`src/rtl/sids_map.svh`:
```
// Field positions, reset values and counts of the split interrupt descriptor words
`ifndef SIDS_MAP_SVH
`define SIDS_MAP_SVH
// Microframes per frame
`define SIDS_NUM_UFRAMES      8
// Width of one received-count field
`define SIDS_COUNT_W          8
// Width of one status field
`define SIDS_STATUS_W         3
// Status field bit positions
`define SIDS_ST_XACT_ERR      0
`define SIDS_ST_BABBLE        1
`define SIDS_ST_UNDERRUN      2
// Lowest bit of status field 0 within descriptor word 4 (low half)
`define SIDS_STATUS_LSB       8
// Lowest bit of count field 0 within the word pair 5 (upper half)
`define SIDS_CNT0_LSB         40
// Lowest bit of the complete-split mask in the word pair 5
`define SIDS_CSMASK_LSB       32
// Reset values
`define SIDS_MASK_RST         8'h00
`define SIDS_COUNT_RST        8'h00
`define SIDS_STATUS_RST       3'h0
`endif

```
`src/rtl/sids_pkg.sv`:
```
// Types shared by the split interrupt descriptor status block
package sids_pkg;
    typedef enum logic [1:0] {
        SIDS_PID_OUT = 2'h0,
        SIDS_PID_IN  = 2'h1
    } sids_dir_type;
endpackage : sids_pkg

```
`src/rtl/sids_split_status.sv`:
```
// Split interrupt descriptor: masks, per-microframe counts and status
// Notes on behaviour
// - Each microframe's 8-bit count is recorded only for an IN result when its start mask bit is set and the frame matches.
// - A new reception result overwrites the stored count rather than adding to it.
// - Counts 6..3 sit in bits 31-0 of word 6 and counts 2..0 in bits 63-40 of word 5; count 7 in bits 39-32 of word 7.
// - Software sets complete-split mask bits and the block clears each bit once its microframe is processed for an IN transfer.
// - Mask bit n addresses microframe n for both start and complete splits.
// - A 3-bit status per microframe is packed in bits 31-8 of word 4, microframe 7 highest.
// - Status bit 0 is transaction error, bit 1 babble for IN, bit 2 underrun for OUT.
// - Software sets start-split mask bits and the block clears each bit once its microframe is processed.
`timescale 1ns/1ns
`default_nettype none
`include "sids_map.svh"
module sids_split_status
    import sids_pkg::*;
#(
    parameter int NUM_UF  = 8,
    parameter int COUNT_W = 8
) (
    // Clock and reset
    input  wire logic                  clk_i,
    input  wire logic                  rst_i,
    // Software mask loads (set bits only)
    input  wire logic                  ss_set_i,
    input  wire logic [NUM_UF-1:0]     ss_set_bits_i,
    input  wire logic                  cs_set_i,
    input  wire logic [NUM_UF-1:0]     cs_set_bits_i,
    // Bus schedule
    input  wire logic                  uframe_tick_i,
    input  wire logic [2:0]            uframe_num_i,
    input  wire logic                  frame_match_i,
    input  wire sids_pkg::sids_dir_type dir_i,
    // Transaction result for the current microframe
    input  wire logic                  result_valid_i,
    input  wire logic [COUNT_W-1:0]    result_count_i,
    input  wire logic                  result_xact_err_i,
    input  wire logic                  result_babble_i,
    input  wire logic                  result_underrun_i,
    // Split issue strobes
    output logic                       start_split_o,
    output logic                       complete_split_o,
    // Descriptor image
    output logic [NUM_UF-1:0]          start_split_mask_o,
    output logic [NUM_UF-1:0]          complete_split_mask_o,
    output logic [31:0]                descriptor_word4_o,
    output logic [63:0]                descriptor_word5_o,
    output logic [31:0]                descriptor_word6_o,
    output logic [63:0]                descriptor_word7_o
);
    import sids_pkg::*;

    // Refuse layouts that the descriptor packing cannot serve
    if (NUM_UF != `SIDS_NUM_UFRAMES || COUNT_W != `SIDS_COUNT_W) begin : g_bad_layout
        $error("descriptor layout fixes 8 microframes of 8-bit counts");
    end

    // ------------------------------------------------------------
    // Microframe decode
    // ------------------------------------------------------------
    // One-hot select of microframe n
    function automatic logic [NUM_UF-1:0] uf_sel(input logic [2:0] n);
        uf_sel = '0;
        uf_sel[n] = 1'b1;
    endfunction : uf_sel

    logic [NUM_UF-1:0] cur_sel;
    logic              ss_hit;
    logic              cs_hit;
    logic              dir_in;
    logic [NUM_UF-1:0] start_split_mask_reg;
    logic [NUM_UF-1:0] complete_split_mask_reg;
    logic [NUM_UF-1:0] slot_wr;

    assign dir_in  = (dir_i == SIDS_PID_IN);
    assign cur_sel = uf_sel(uframe_num_i);
    assign ss_hit  = frame_match_i && |(start_split_mask_reg & cur_sel);
    // Complete splits exist only for IN
    assign cs_hit  = frame_match_i && dir_in && |(complete_split_mask_reg & cur_sel);

    // ------------------------------------------------------------
    // Split masks
    // ------------------------------------------------------------
    // Processing clear beats nothing: a software set in the same cycle wins
    // start mask set and clear
    always_ff @(posedge clk_i) begin
        if (rst_i) begin
            start_split_mask_reg <= `SIDS_MASK_RST;
        end else begin
            start_split_mask_reg <= (start_split_mask_reg
                                     & ~((uframe_tick_i && ss_hit) ? cur_sel : '0))
                                    | (ss_set_i ? ss_set_bits_i : '0);
        end
    end

    always_ff @(posedge clk_i) begin
        if (rst_i) begin
            complete_split_mask_reg <= `SIDS_MASK_RST;
        end else begin
            complete_split_mask_reg <= (complete_split_mask_reg
                                        & ~((uframe_tick_i && cs_hit) ? cur_sel : '0))
                                       | (cs_set_i ? cs_set_bits_i : '0);
        end
    end

    // Split issue strobes, one cycle after the tick
    // issue in selected microframe
    always_ff @(posedge clk_i) begin
        if (rst_i) begin
            start_split_o    <= 1'b0;
            complete_split_o <= 1'b0;
        end else begin
            start_split_o    <= uframe_tick_i && ss_hit;
            complete_split_o <= uframe_tick_i && cs_hit;
        end
    end

    assign start_split_mask_o    = start_split_mask_reg;
    assign complete_split_mask_o = complete_split_mask_reg;

    // ------------------------------------------------------------
    // Per-microframe result slots
    // ------------------------------------------------------------
    logic [COUNT_W-1:0] slot_count [NUM_UF];
    logic [2:0]         slot_status [NUM_UF];
    logic [3*NUM_UF-1:0] status_flat;

    // record only on enabled matching microframe
    assign slot_wr = (result_valid_i && frame_match_i)
                     ? (cur_sel & start_split_mask_reg) : '0;

    for (genvar g = 0; g < NUM_UF; g++) begin : g_slot
        sids_uframe_slot #(
            .COUNT_W(COUNT_W)
        ) u_slot (
            .clk_i     (clk_i),
            .rst_i     (rst_i),
            .wr_i      (slot_wr[g]),
            .dir_in_i  (dir_in),
            .count_i   (result_count_i),
            .xact_err_i(result_xact_err_i),
            .babble_i  (result_babble_i),
            .underrun_i(result_underrun_i),
            .count_o   (slot_count[g]),
            .status_o  (slot_status[g])
        );
    end

    // ------------------------------------------------------------
    // Descriptor packing
    // ------------------------------------------------------------
    // Status fields packed contiguously, microframe 7 highest
    // status packing
    always_comb begin
        status_flat = '0;
        for (int i = 0; i < NUM_UF; i++) begin
            status_flat[3*i +: 3] = slot_status[i];
        end
    end
    assign descriptor_word4_o = {status_flat, start_split_mask_reg};
    assign descriptor_word5_o = {slot_count[2], slot_count[1], slot_count[0],
                                 complete_split_mask_reg, 32'h0000_0000};
    assign descriptor_word6_o = {slot_count[6], slot_count[5], slot_count[4], slot_count[3]};
    assign descriptor_word7_o = {24'h00_0000, slot_count[7], 32'h0000_0000};
endmodule : sids_split_status
`default_nettype wire

```
`src/rtl/sids_uframe_slot.sv`:
```
// One microframe slot: received count and status field storage
`timescale 1ns/1ns
`default_nettype none
`include "sids_map.svh"
module sids_uframe_slot #(
    parameter int COUNT_W = 8
) (
    // Clock and reset
    input  wire logic               clk_i,
    input  wire logic               rst_i,
    // Result write
    input  wire logic               wr_i,
    input  wire logic               dir_in_i,
    input  wire logic [COUNT_W-1:0] count_i,
    input  wire logic               xact_err_i,
    input  wire logic               babble_i,
    input  wire logic               underrun_i,
    // Stored fields
    output logic      [COUNT_W-1:0] count_o,
    output logic      [2:0]         status_o
);
    // Refuse a count width the slot cannot hold
    if (COUNT_W < 1) begin : g_bad_width
        $error("COUNT_W must be positive");
    end

    // Count is replaced, never accumulated
    // overwrite on result
    always_ff @(posedge clk_i) begin
        if (rst_i) begin
            count_o <= '0;
        end else if (wr_i && dir_in_i) begin
            count_o <= count_i;
        end
    end

    // Babble and underrun bits qualified by direction
    // status bit meaning
    always_ff @(posedge clk_i) begin
        if (rst_i) begin
            status_o <= `SIDS_STATUS_RST;
        end else if (wr_i) begin
            status_o[`SIDS_ST_XACT_ERR] <= xact_err_i;
            status_o[`SIDS_ST_BABBLE]   <= dir_in_i & babble_i;
            status_o[`SIDS_ST_UNDERRUN] <= ~dir_in_i & underrun_i;
        end
    end
endmodule : sids_uframe_slot
`default_nettype wire

```
`config.mk`:
```
export PLATFORM = sky130hd
export DESIGN_NAME = sids_split_status
export DESIGN_NICKNAME = d
export VERILOG_FILES = /design/src/rtl/sids_pkg.sv /design/src/rtl/sids_split_status.sv /design/src/rtl/sids_uframe_slot.sv
export VERILOG_INCLUDE_DIRS = /design/src /design/src/rtl
export SDC_FILE = /design/constraint.sdc
export NUM_CORES = 1
export LEC_CHECK = 0
export ABC_AREA = 1
export ABC_CLOCK_PERIOD_IN_PS = 1400
export BUFFER_PORTS_ARGS = -buffer_cell sky130_fd_sc_hd__buf_2
export CAP_MARGIN = 10
export CORE_MARGIN = 4
export CORE_UTILIZATION = 40
export DETAILED_ROUTE_END_ITERATION = 7
export HOLD_SLACK_MARGIN = 0.05
export PLACE_DENSITY = 0.71
export SLEW_MARGIN = 30
export SYNTH_ARGS = -nofsm -noshare
export SYNTH_HDL_FRONTEND = slang
export SYNTH_SLANG_ARGS = --single-unit
```
`constraint.sdc`:
```
create_clock -name clk_i -period 1.4 [get_ports clk_i]
set_input_delay 0.21 -clock clk_i [delete_from_list [all_inputs] [get_ports clk_i]]
set_output_delay 0.21 -clock clk_i [all_outputs]
set_load 0.02 [all_outputs]
```
==> results.yml, run 1 <==
synthesis:
  synth_common_cells: "193 x nand2_1, 110 x buf_4, 106 x dfxtp_1"
  yosysTopAreaCellShare: 0.426
  synth_most_common_cell: "nand2_1"
  synth_area_per_cell_um2: 7.49
  synth_async_sr_flop_share: 0
  ys.warnings.count: 0
  synth_edf_count: 0
  synth_area_leaders: "dfxtp_1 43%, buf_4 17%, nand2_1 15%, a21oi_1 10%, nand3_1 5.4%"
  synthFlopType: "dfxtp_1"
  synth.largest_area_cell: "dfxtp_1"
  syn_inst: 664
  synth.distinct_cells: 22
  ys_ff_latch: 106
  yosysSeqAreaShare: 0.426
  synth_area_um2: 4980
power_and_ir_drop:
  p_leak_nw: 2.83
  p_total_mw: 6.66
  power.density_nw_per_um2: 1110
  vdd_drop_max_mv: 0.523
setup_path:
  rr_worst_depth: 6
  r2r-end: "g_slot[5].u_slot.count_o[7]"
  worstReg2RegStart: "start_split_mask_o[5]"
  path_max_fanout: 9
  crit_path_end_kind: "register"
  start_kind: "register"
  r2r_slack_ns: 0.15
  worstPathArrival_ns: 1.52
  worstSetupStartpoint: "start_split_mask_o[5]"
  path_class: "reg -> reg"
  cp.required_ns: 1.67
floorplanning:
  core_area_um2: 12100
  rows: 40
  initial_core_util: 0.411
  fp.dieW_um: 120
  ios: 249
  die_h_um: 120
  dieArea_um2: 14300
cts:
  cts_tree: "yes"
  hold_buffers: 0
  root_buffer: "clkbuf_16"
  cts_sinks: 106
  ctsLongestPathBuffers: 2
  htree_levels: 3
  clk_latency_ns: 0.34
  clkSlewWorstSetupHoldPaths_ns: 0.07
  cts_buffers: 9
  post-cts-setup-buffers: 0
finish:
  fin_area_um2: 5990
  n_antenna_cell: 0
  drive_gt1_frac: 0.286
  final_util: 0.495
  fin_cells: 983
  area_growth_pct: 20.5
  layout.nets: 849
hold_path:
  worstHoldPathCells: 3
  whs_endpoint: "start_split_mask_o[5]"
  min_from: "ss_set_bits_i[5]"
  worstHoldPathType: "in -> reg"
timing:
  period_needed_ns: 1.25
  drv_slew: 0
  setup_viol: 0
  rsz0062_at_grt: "no"
  holdWs_ns: 0.111
  timing.final.crit_share: 0.891
  finalHoldViolCount: 0
  max_freq_mhz: 802
  skew_ns: 0.00679
global_route:
  grt_pass1_wl_um: 21000
  grt_max_degree: 40
  track_usage: 0.183
  first_global_vias: 3913
  gr-total-overflow: 0
  antenna_found_initial: 0
job:
  drv_cap: 0
route:
  drc_errors: 0
  antenna_left: 0
  wl_per_cell_um: 13.8
  num_vias: 4391
  via_per_inst: 4.47
  first_iter_violations: 304
  first_pass_iters: 4
  drt_wl_total_um: 13600
placed_design:
  io_buffers: 160
  gp_congestion: 0.883
  dp.final_hpwl_um: 10100
  place_area_um2: 5640
  placedCellCount: 967
run_status:
  status: "complete, no violations"
==> sequential cells by signal, indices dropped and copies added, names as in the netlist <==
| register | cells |
|---|---|
| complete_split_mask_o | 8 |
| complete_split_o | 1 |
| g_slot.u_slot.count_o | 64 |
| g_slot.u_slot.status_o | 24 |
| start_split_mask_o | 8 |
| start_split_o | 1 |
==> critical path, stage by stage, from the launching register on <==
cell	delay, ns
dfxtp_2	0.36
nand4_1	0.16
nor2_4	0.22
nand2_4	0.13
inv_4	0.11
nand2_1	0.05
a21oi_1	0.14
==> report_power, final <==
group          leakage (nW)  total [mW]  internal (mW)  switching [mW]
clock network         0.161        2.81           1.61            1.20
logic                  1.81       0.758          0.173           0.585
registers             0.858        3.09           3.05          0.0390
==> per-layer routing <==
metal	global-route usage	routed length (um)
met1	0.251	6020
met2	0.290	6370
met3	0.0264	954
met4	0.0752	273
met5	0	0
==> what timing repair did <==
item                                    in CTS  in global routing
gates resized for setup                      1                  5
cloned                                       0                  0
pin swaps                                    0                  2
endpoints found under the setup margin       3                 24
==> logic make-up after synthesis <==
family                 synth area share
AO/OA/AOI/OAI                     0.105
flip-flops                        0.426
AND/OR/NAND/NOR                   0.257
other                          0.000754
buffers and inverters             0.211
==> placed cells by master (no fill, tap or decap), types with 3 or more instances in the layout <==
cell type / count
inv_2: 4
nand2_1: 191
nand3_1: 54
clkbuf_16: 9
nor2_1: 10
nand4_2: 3
buf_4: 21
nand2_2: 6
conb_1: 88
a21oi_1: 104
nor2_2: 5
dfxtp_1: 105
buf_12: 6
nor2_4: 4
nand4_1: 9
inv_1: 18
buf_2: 159
nand2_4: 3
==> cell type report <==
| cell class | instances | area [um^2] |
|---|---|---|
| inverter | 26 | 103 |
| multi-input combinational | 481 | 2150 |
| sequential | 106 | 2120 |
| tap | 168 | 210 |
| timing repair buffer | 186 | 1070 |
| fill | 1224 | 6120 |
| clock buffer | 9 | 225 |
| clock inverter | 7 | 113 |
==> metrics by stage <==
stage	setup WS [ns]	setup TNS [ns]
floorplan	0.136	0
global placement	-0.0464	-0.563
detailed placement	-0.0984	-1.25
CTS	0.00318	0
global route	0.00522	0
finish	0.153	0
==> worst max-delay path by stage <==
stage	end	slack (ns)	cells past startpoint
CTS	g_slot[5].u_slot.count_o[7]	0.003	6
detailed placement	g_slot[5].u_slot.count_o[7]	-0.1	8
finish	g_slot[5].u_slot.count_o[7]	0.15	6
global placement	g_slot[5].u_slot.count_o[2]	-0.05	8
floorplan	g_slot[3].u_slot.count_o[7]	0.14	6
global route	start_split_mask_o[5]	0.005	7
Power figures use the tool's default switching activity.
==> run 2: changes to the inputs <==
--- a/config.mk
+++ b/config.mk
@@ -10,12 +10,16 @@
 export ABC_CLOCK_PERIOD_IN_PS = 1400
 export BUFFER_PORTS_ARGS = -buffer_cell sky130_fd_sc_hd__buf_2
 export CAP_MARGIN = 10
+export CELL_PAD_IN_SITES_DETAIL_PLACEMENT = 1
+export CELL_PAD_IN_SITES_GLOBAL_PLACEMENT = 2
 export CORE_MARGIN = 4
-export CORE_UTILIZATION = 40
+export CORE_UTILIZATION = 24
 export DETAILED_ROUTE_END_ITERATION = 7
+export GPL_TIMING_DRIVEN = 0
 export HOLD_SLACK_MARGIN = 0.05
-export PLACE_DENSITY = 0.71
+export PLACE_DENSITY_LB_ADDON = 0.1
 export SLEW_MARGIN = 30
 export SYNTH_ARGS = -nofsm -noshare
 export SYNTH_HDL_FRONTEND = slang
+export SYNTH_HIERARCHICAL = 1
 export SYNTH_SLANG_ARGS = --single-unit
==> results.yml, run 2 <==
floorplanning:
  die_h_um: 157
  fp.dieW_um: 157
  ios: 249
  dieArea_um2: 24800
  rows: 54
  initial_core_util: 0.245
  core_area_um2: 21900
placed_design:
  place_worst_setup_slack_ns: -0.513
  io_buffers: 158
  place_area_um2: 6830
  dp.final_hpwl_um: 14100
  gp_congestion: 0.753
setup_path:
  path_class: "reg -> out"
  rr_worst_depth: 7
  crit_path_end_kind: "primary output"
  worstPathArrival_ns: 1.11
  path_max_fanout: 3
  start_kind: "register"
  cp.required_ns: 1.19
cts:
  cts_sinks: 106
  root_buffer: "clkbuf_16"
  cts_tree: "yes"
  clk_latency_ns: 0.35
  hold_buffers: 0
  cts_buffers: 9
  ctsLongestPathBuffers: 2
  htree_levels: 3
  clkSlewWorstSetupHoldPaths_ns: 0.08
synthesis:
  ys_ff_latch: 106
  yosysTopAreaCellShare: 0.396
  yosysSeqAreaShare: 0.396
  synth.largest_area_cell: "dfxtp_1"
  synth_common_cells: "164 x nor2_1, 163 x nand2_1, 106 x buf_4, 106 x dfxtp_1, 82 x inv_1"
  synthFlopType: "dfxtp_1"
  syn_inst: 775
  synth_edf_count: 0
  synth_area_leaders: "dfxtp_1 40%, buf_4 15%, nor2_1 12%, nand2_1 11%, inv_1 5.8%"
  ys.warnings.count: 6
  synth_area_um2: 5350
  synth_area_per_cell_um2: 6.91
  synth_most_common_cell: "nor2_1"
  synth_async_sr_flop_share: 0
  synth.distinct_cells: 24
timing:
  period_needed_ns: 1.32
  max_freq_mhz: 756
  worst_pin_slew_ns: 0.552
  tns_ns: 0
  holdWs_ns: 0.0931
  finalHoldViolCount: 0
  skew_ns: 0.00691
  maxSlewHeadroom: 0.632
  timing.final.crit_share: 0.944
  drv_slew: 0
  setup_viol: 0
  setup_ws_ns: 0.0781
global_route:
  antenna_found_initial: 1
  first_global_vias: 4974
  grt_max_degree: 25
  track_usage: 0.144
  grt_pass1_wl_um: 27800
  gr-total-overflow: 0
hold_path:
  worstHoldPathType: "in -> reg"
  worstHoldPathCells: 3
finish:
  reg.largest.list: "g_slot.u_slot/count_o (64), g_slot.u_slot/status_o (24)"
  drive_gt1_frac: 0.354
  final_common_cell: "nand2_1"
  n_antenna_cell: 0
  area_growth_pct: 38.8
  layout_common_cells: "162 x nand2_1, 159 x buf_2, 154 x nor2_1"
  largest_reg_flops: 64
  largest-register: "g_slot.u_slot/count_o"
  fillerInstances: 2882
  layout.nets: 1092
  fin_area_um2: 7430
  multi_input_area_um2: 2420
  register_area_um2: 2140
route:
  drc_errors: 0
  num_vias: 5165
  drt_wl_total_um: 18400
  first_pass_iters: 4
  via_per_inst: 3.86
  antenna_left: 0
  wl_per_cell_um: 13.8
  first_iter_violations: 159
power_and_ir_drop:
  vdd_drop_max_mv: 0.413
  power.density_nw_per_um2: 910
  p_leak_nw: 4.25
  p_total_mw: 6.76
run_status:
  status: "complete, no violations"
job:
  drv_cap: 0
[run 2: final timing paths]
| check | startpoint | to | slack, ns |
|---|---|---|---|
| worst min register to register | g_slot[4].u_slot/status_o[1] | g_slot[4].u_slot/status_o[1] | 0.46 |
| worst max-delay path | start_split_mask_o[6] | start_split_mask_o[6] | 0.08 |
| worst min-delay path | ss_set_bits_i[2] | start_split_mask_o[2] | 0.09 |
| worst max register to register | start_split_mask_o[2] | g_slot[2].u_slot/count_o[1] | 0.10 |
[run 2: per-layer routing]
| layer | vias to the layer above | share of wire | global-route usage |
|---|---|---|---|
| li1 | 2714 | - | - |
| met2 | 146 | 0.47 | 0.234 |
| met4 | 2 | 0.012 | 0.0418 |
| met3 | 13 | 0.062 | 0.0327 |
| met1 | 2290 | 0.46 | 0.192 |
| met5 | - | 0.00071 | 0 |
[run 2: worst max-delay path: stages, from the launching register on]
cell	delay (ns)
dfxtp_4	0.35
buf_4	0.14
buf_4	0.12
buf_2	0.15
[run 2: timing repair]
action | in CTS | in global routing
endpoints found under the setup margin | 75 | 72
resized for setup | 24 | 18
buffers inserted | 2 | 18
pin swaps | 4 | 17
gates cloned | 0 | 2
[run 2: power by group]
group          switching [mW]  internal (mW)  leakage (nW)
combinational           0.667          0.365          3.25
clock                    1.24           1.40         0.143
sequential             0.0436           3.05         0.861
[run 2: cells by family after synthesis]
family,Yosys count,share of synthesized area
buffers and inverters,213,0.237
flip-flops,106,0.396
AND/OR/NAND/NOR,407,0.318
other,1,0.000701
AO/OA/AOI/OAI,48,0.0484
[run 2: final cells by class]
class / count / area share
Buffer: 120 / 0.124
Multi-Input combinational cell: 545 / 0.326
Inverter: 93 / 0.0470
Clock inverter: 6 / 0.00876
Timing Repair Buffer: 178 / 0.128
Sequential cell: 106 / 0.288
Tap cell: 280 / 0.0472
Clock buffer: 10 / 0.0308
[run 2: per-stage QoR]
| stage | instances | util |
|---|---|---|
| 2_1_floorplan | 862 | - |
| 3_5_place_dp | 1300 | 0.312 |
| 5_1_grt | 1338 | 0.339 |
| 6_report | 1338 | 0.339 |
| 4_1_cts | 1318 | 0.330 |
| 3_3_place_gp | 1300 | 0.312 |
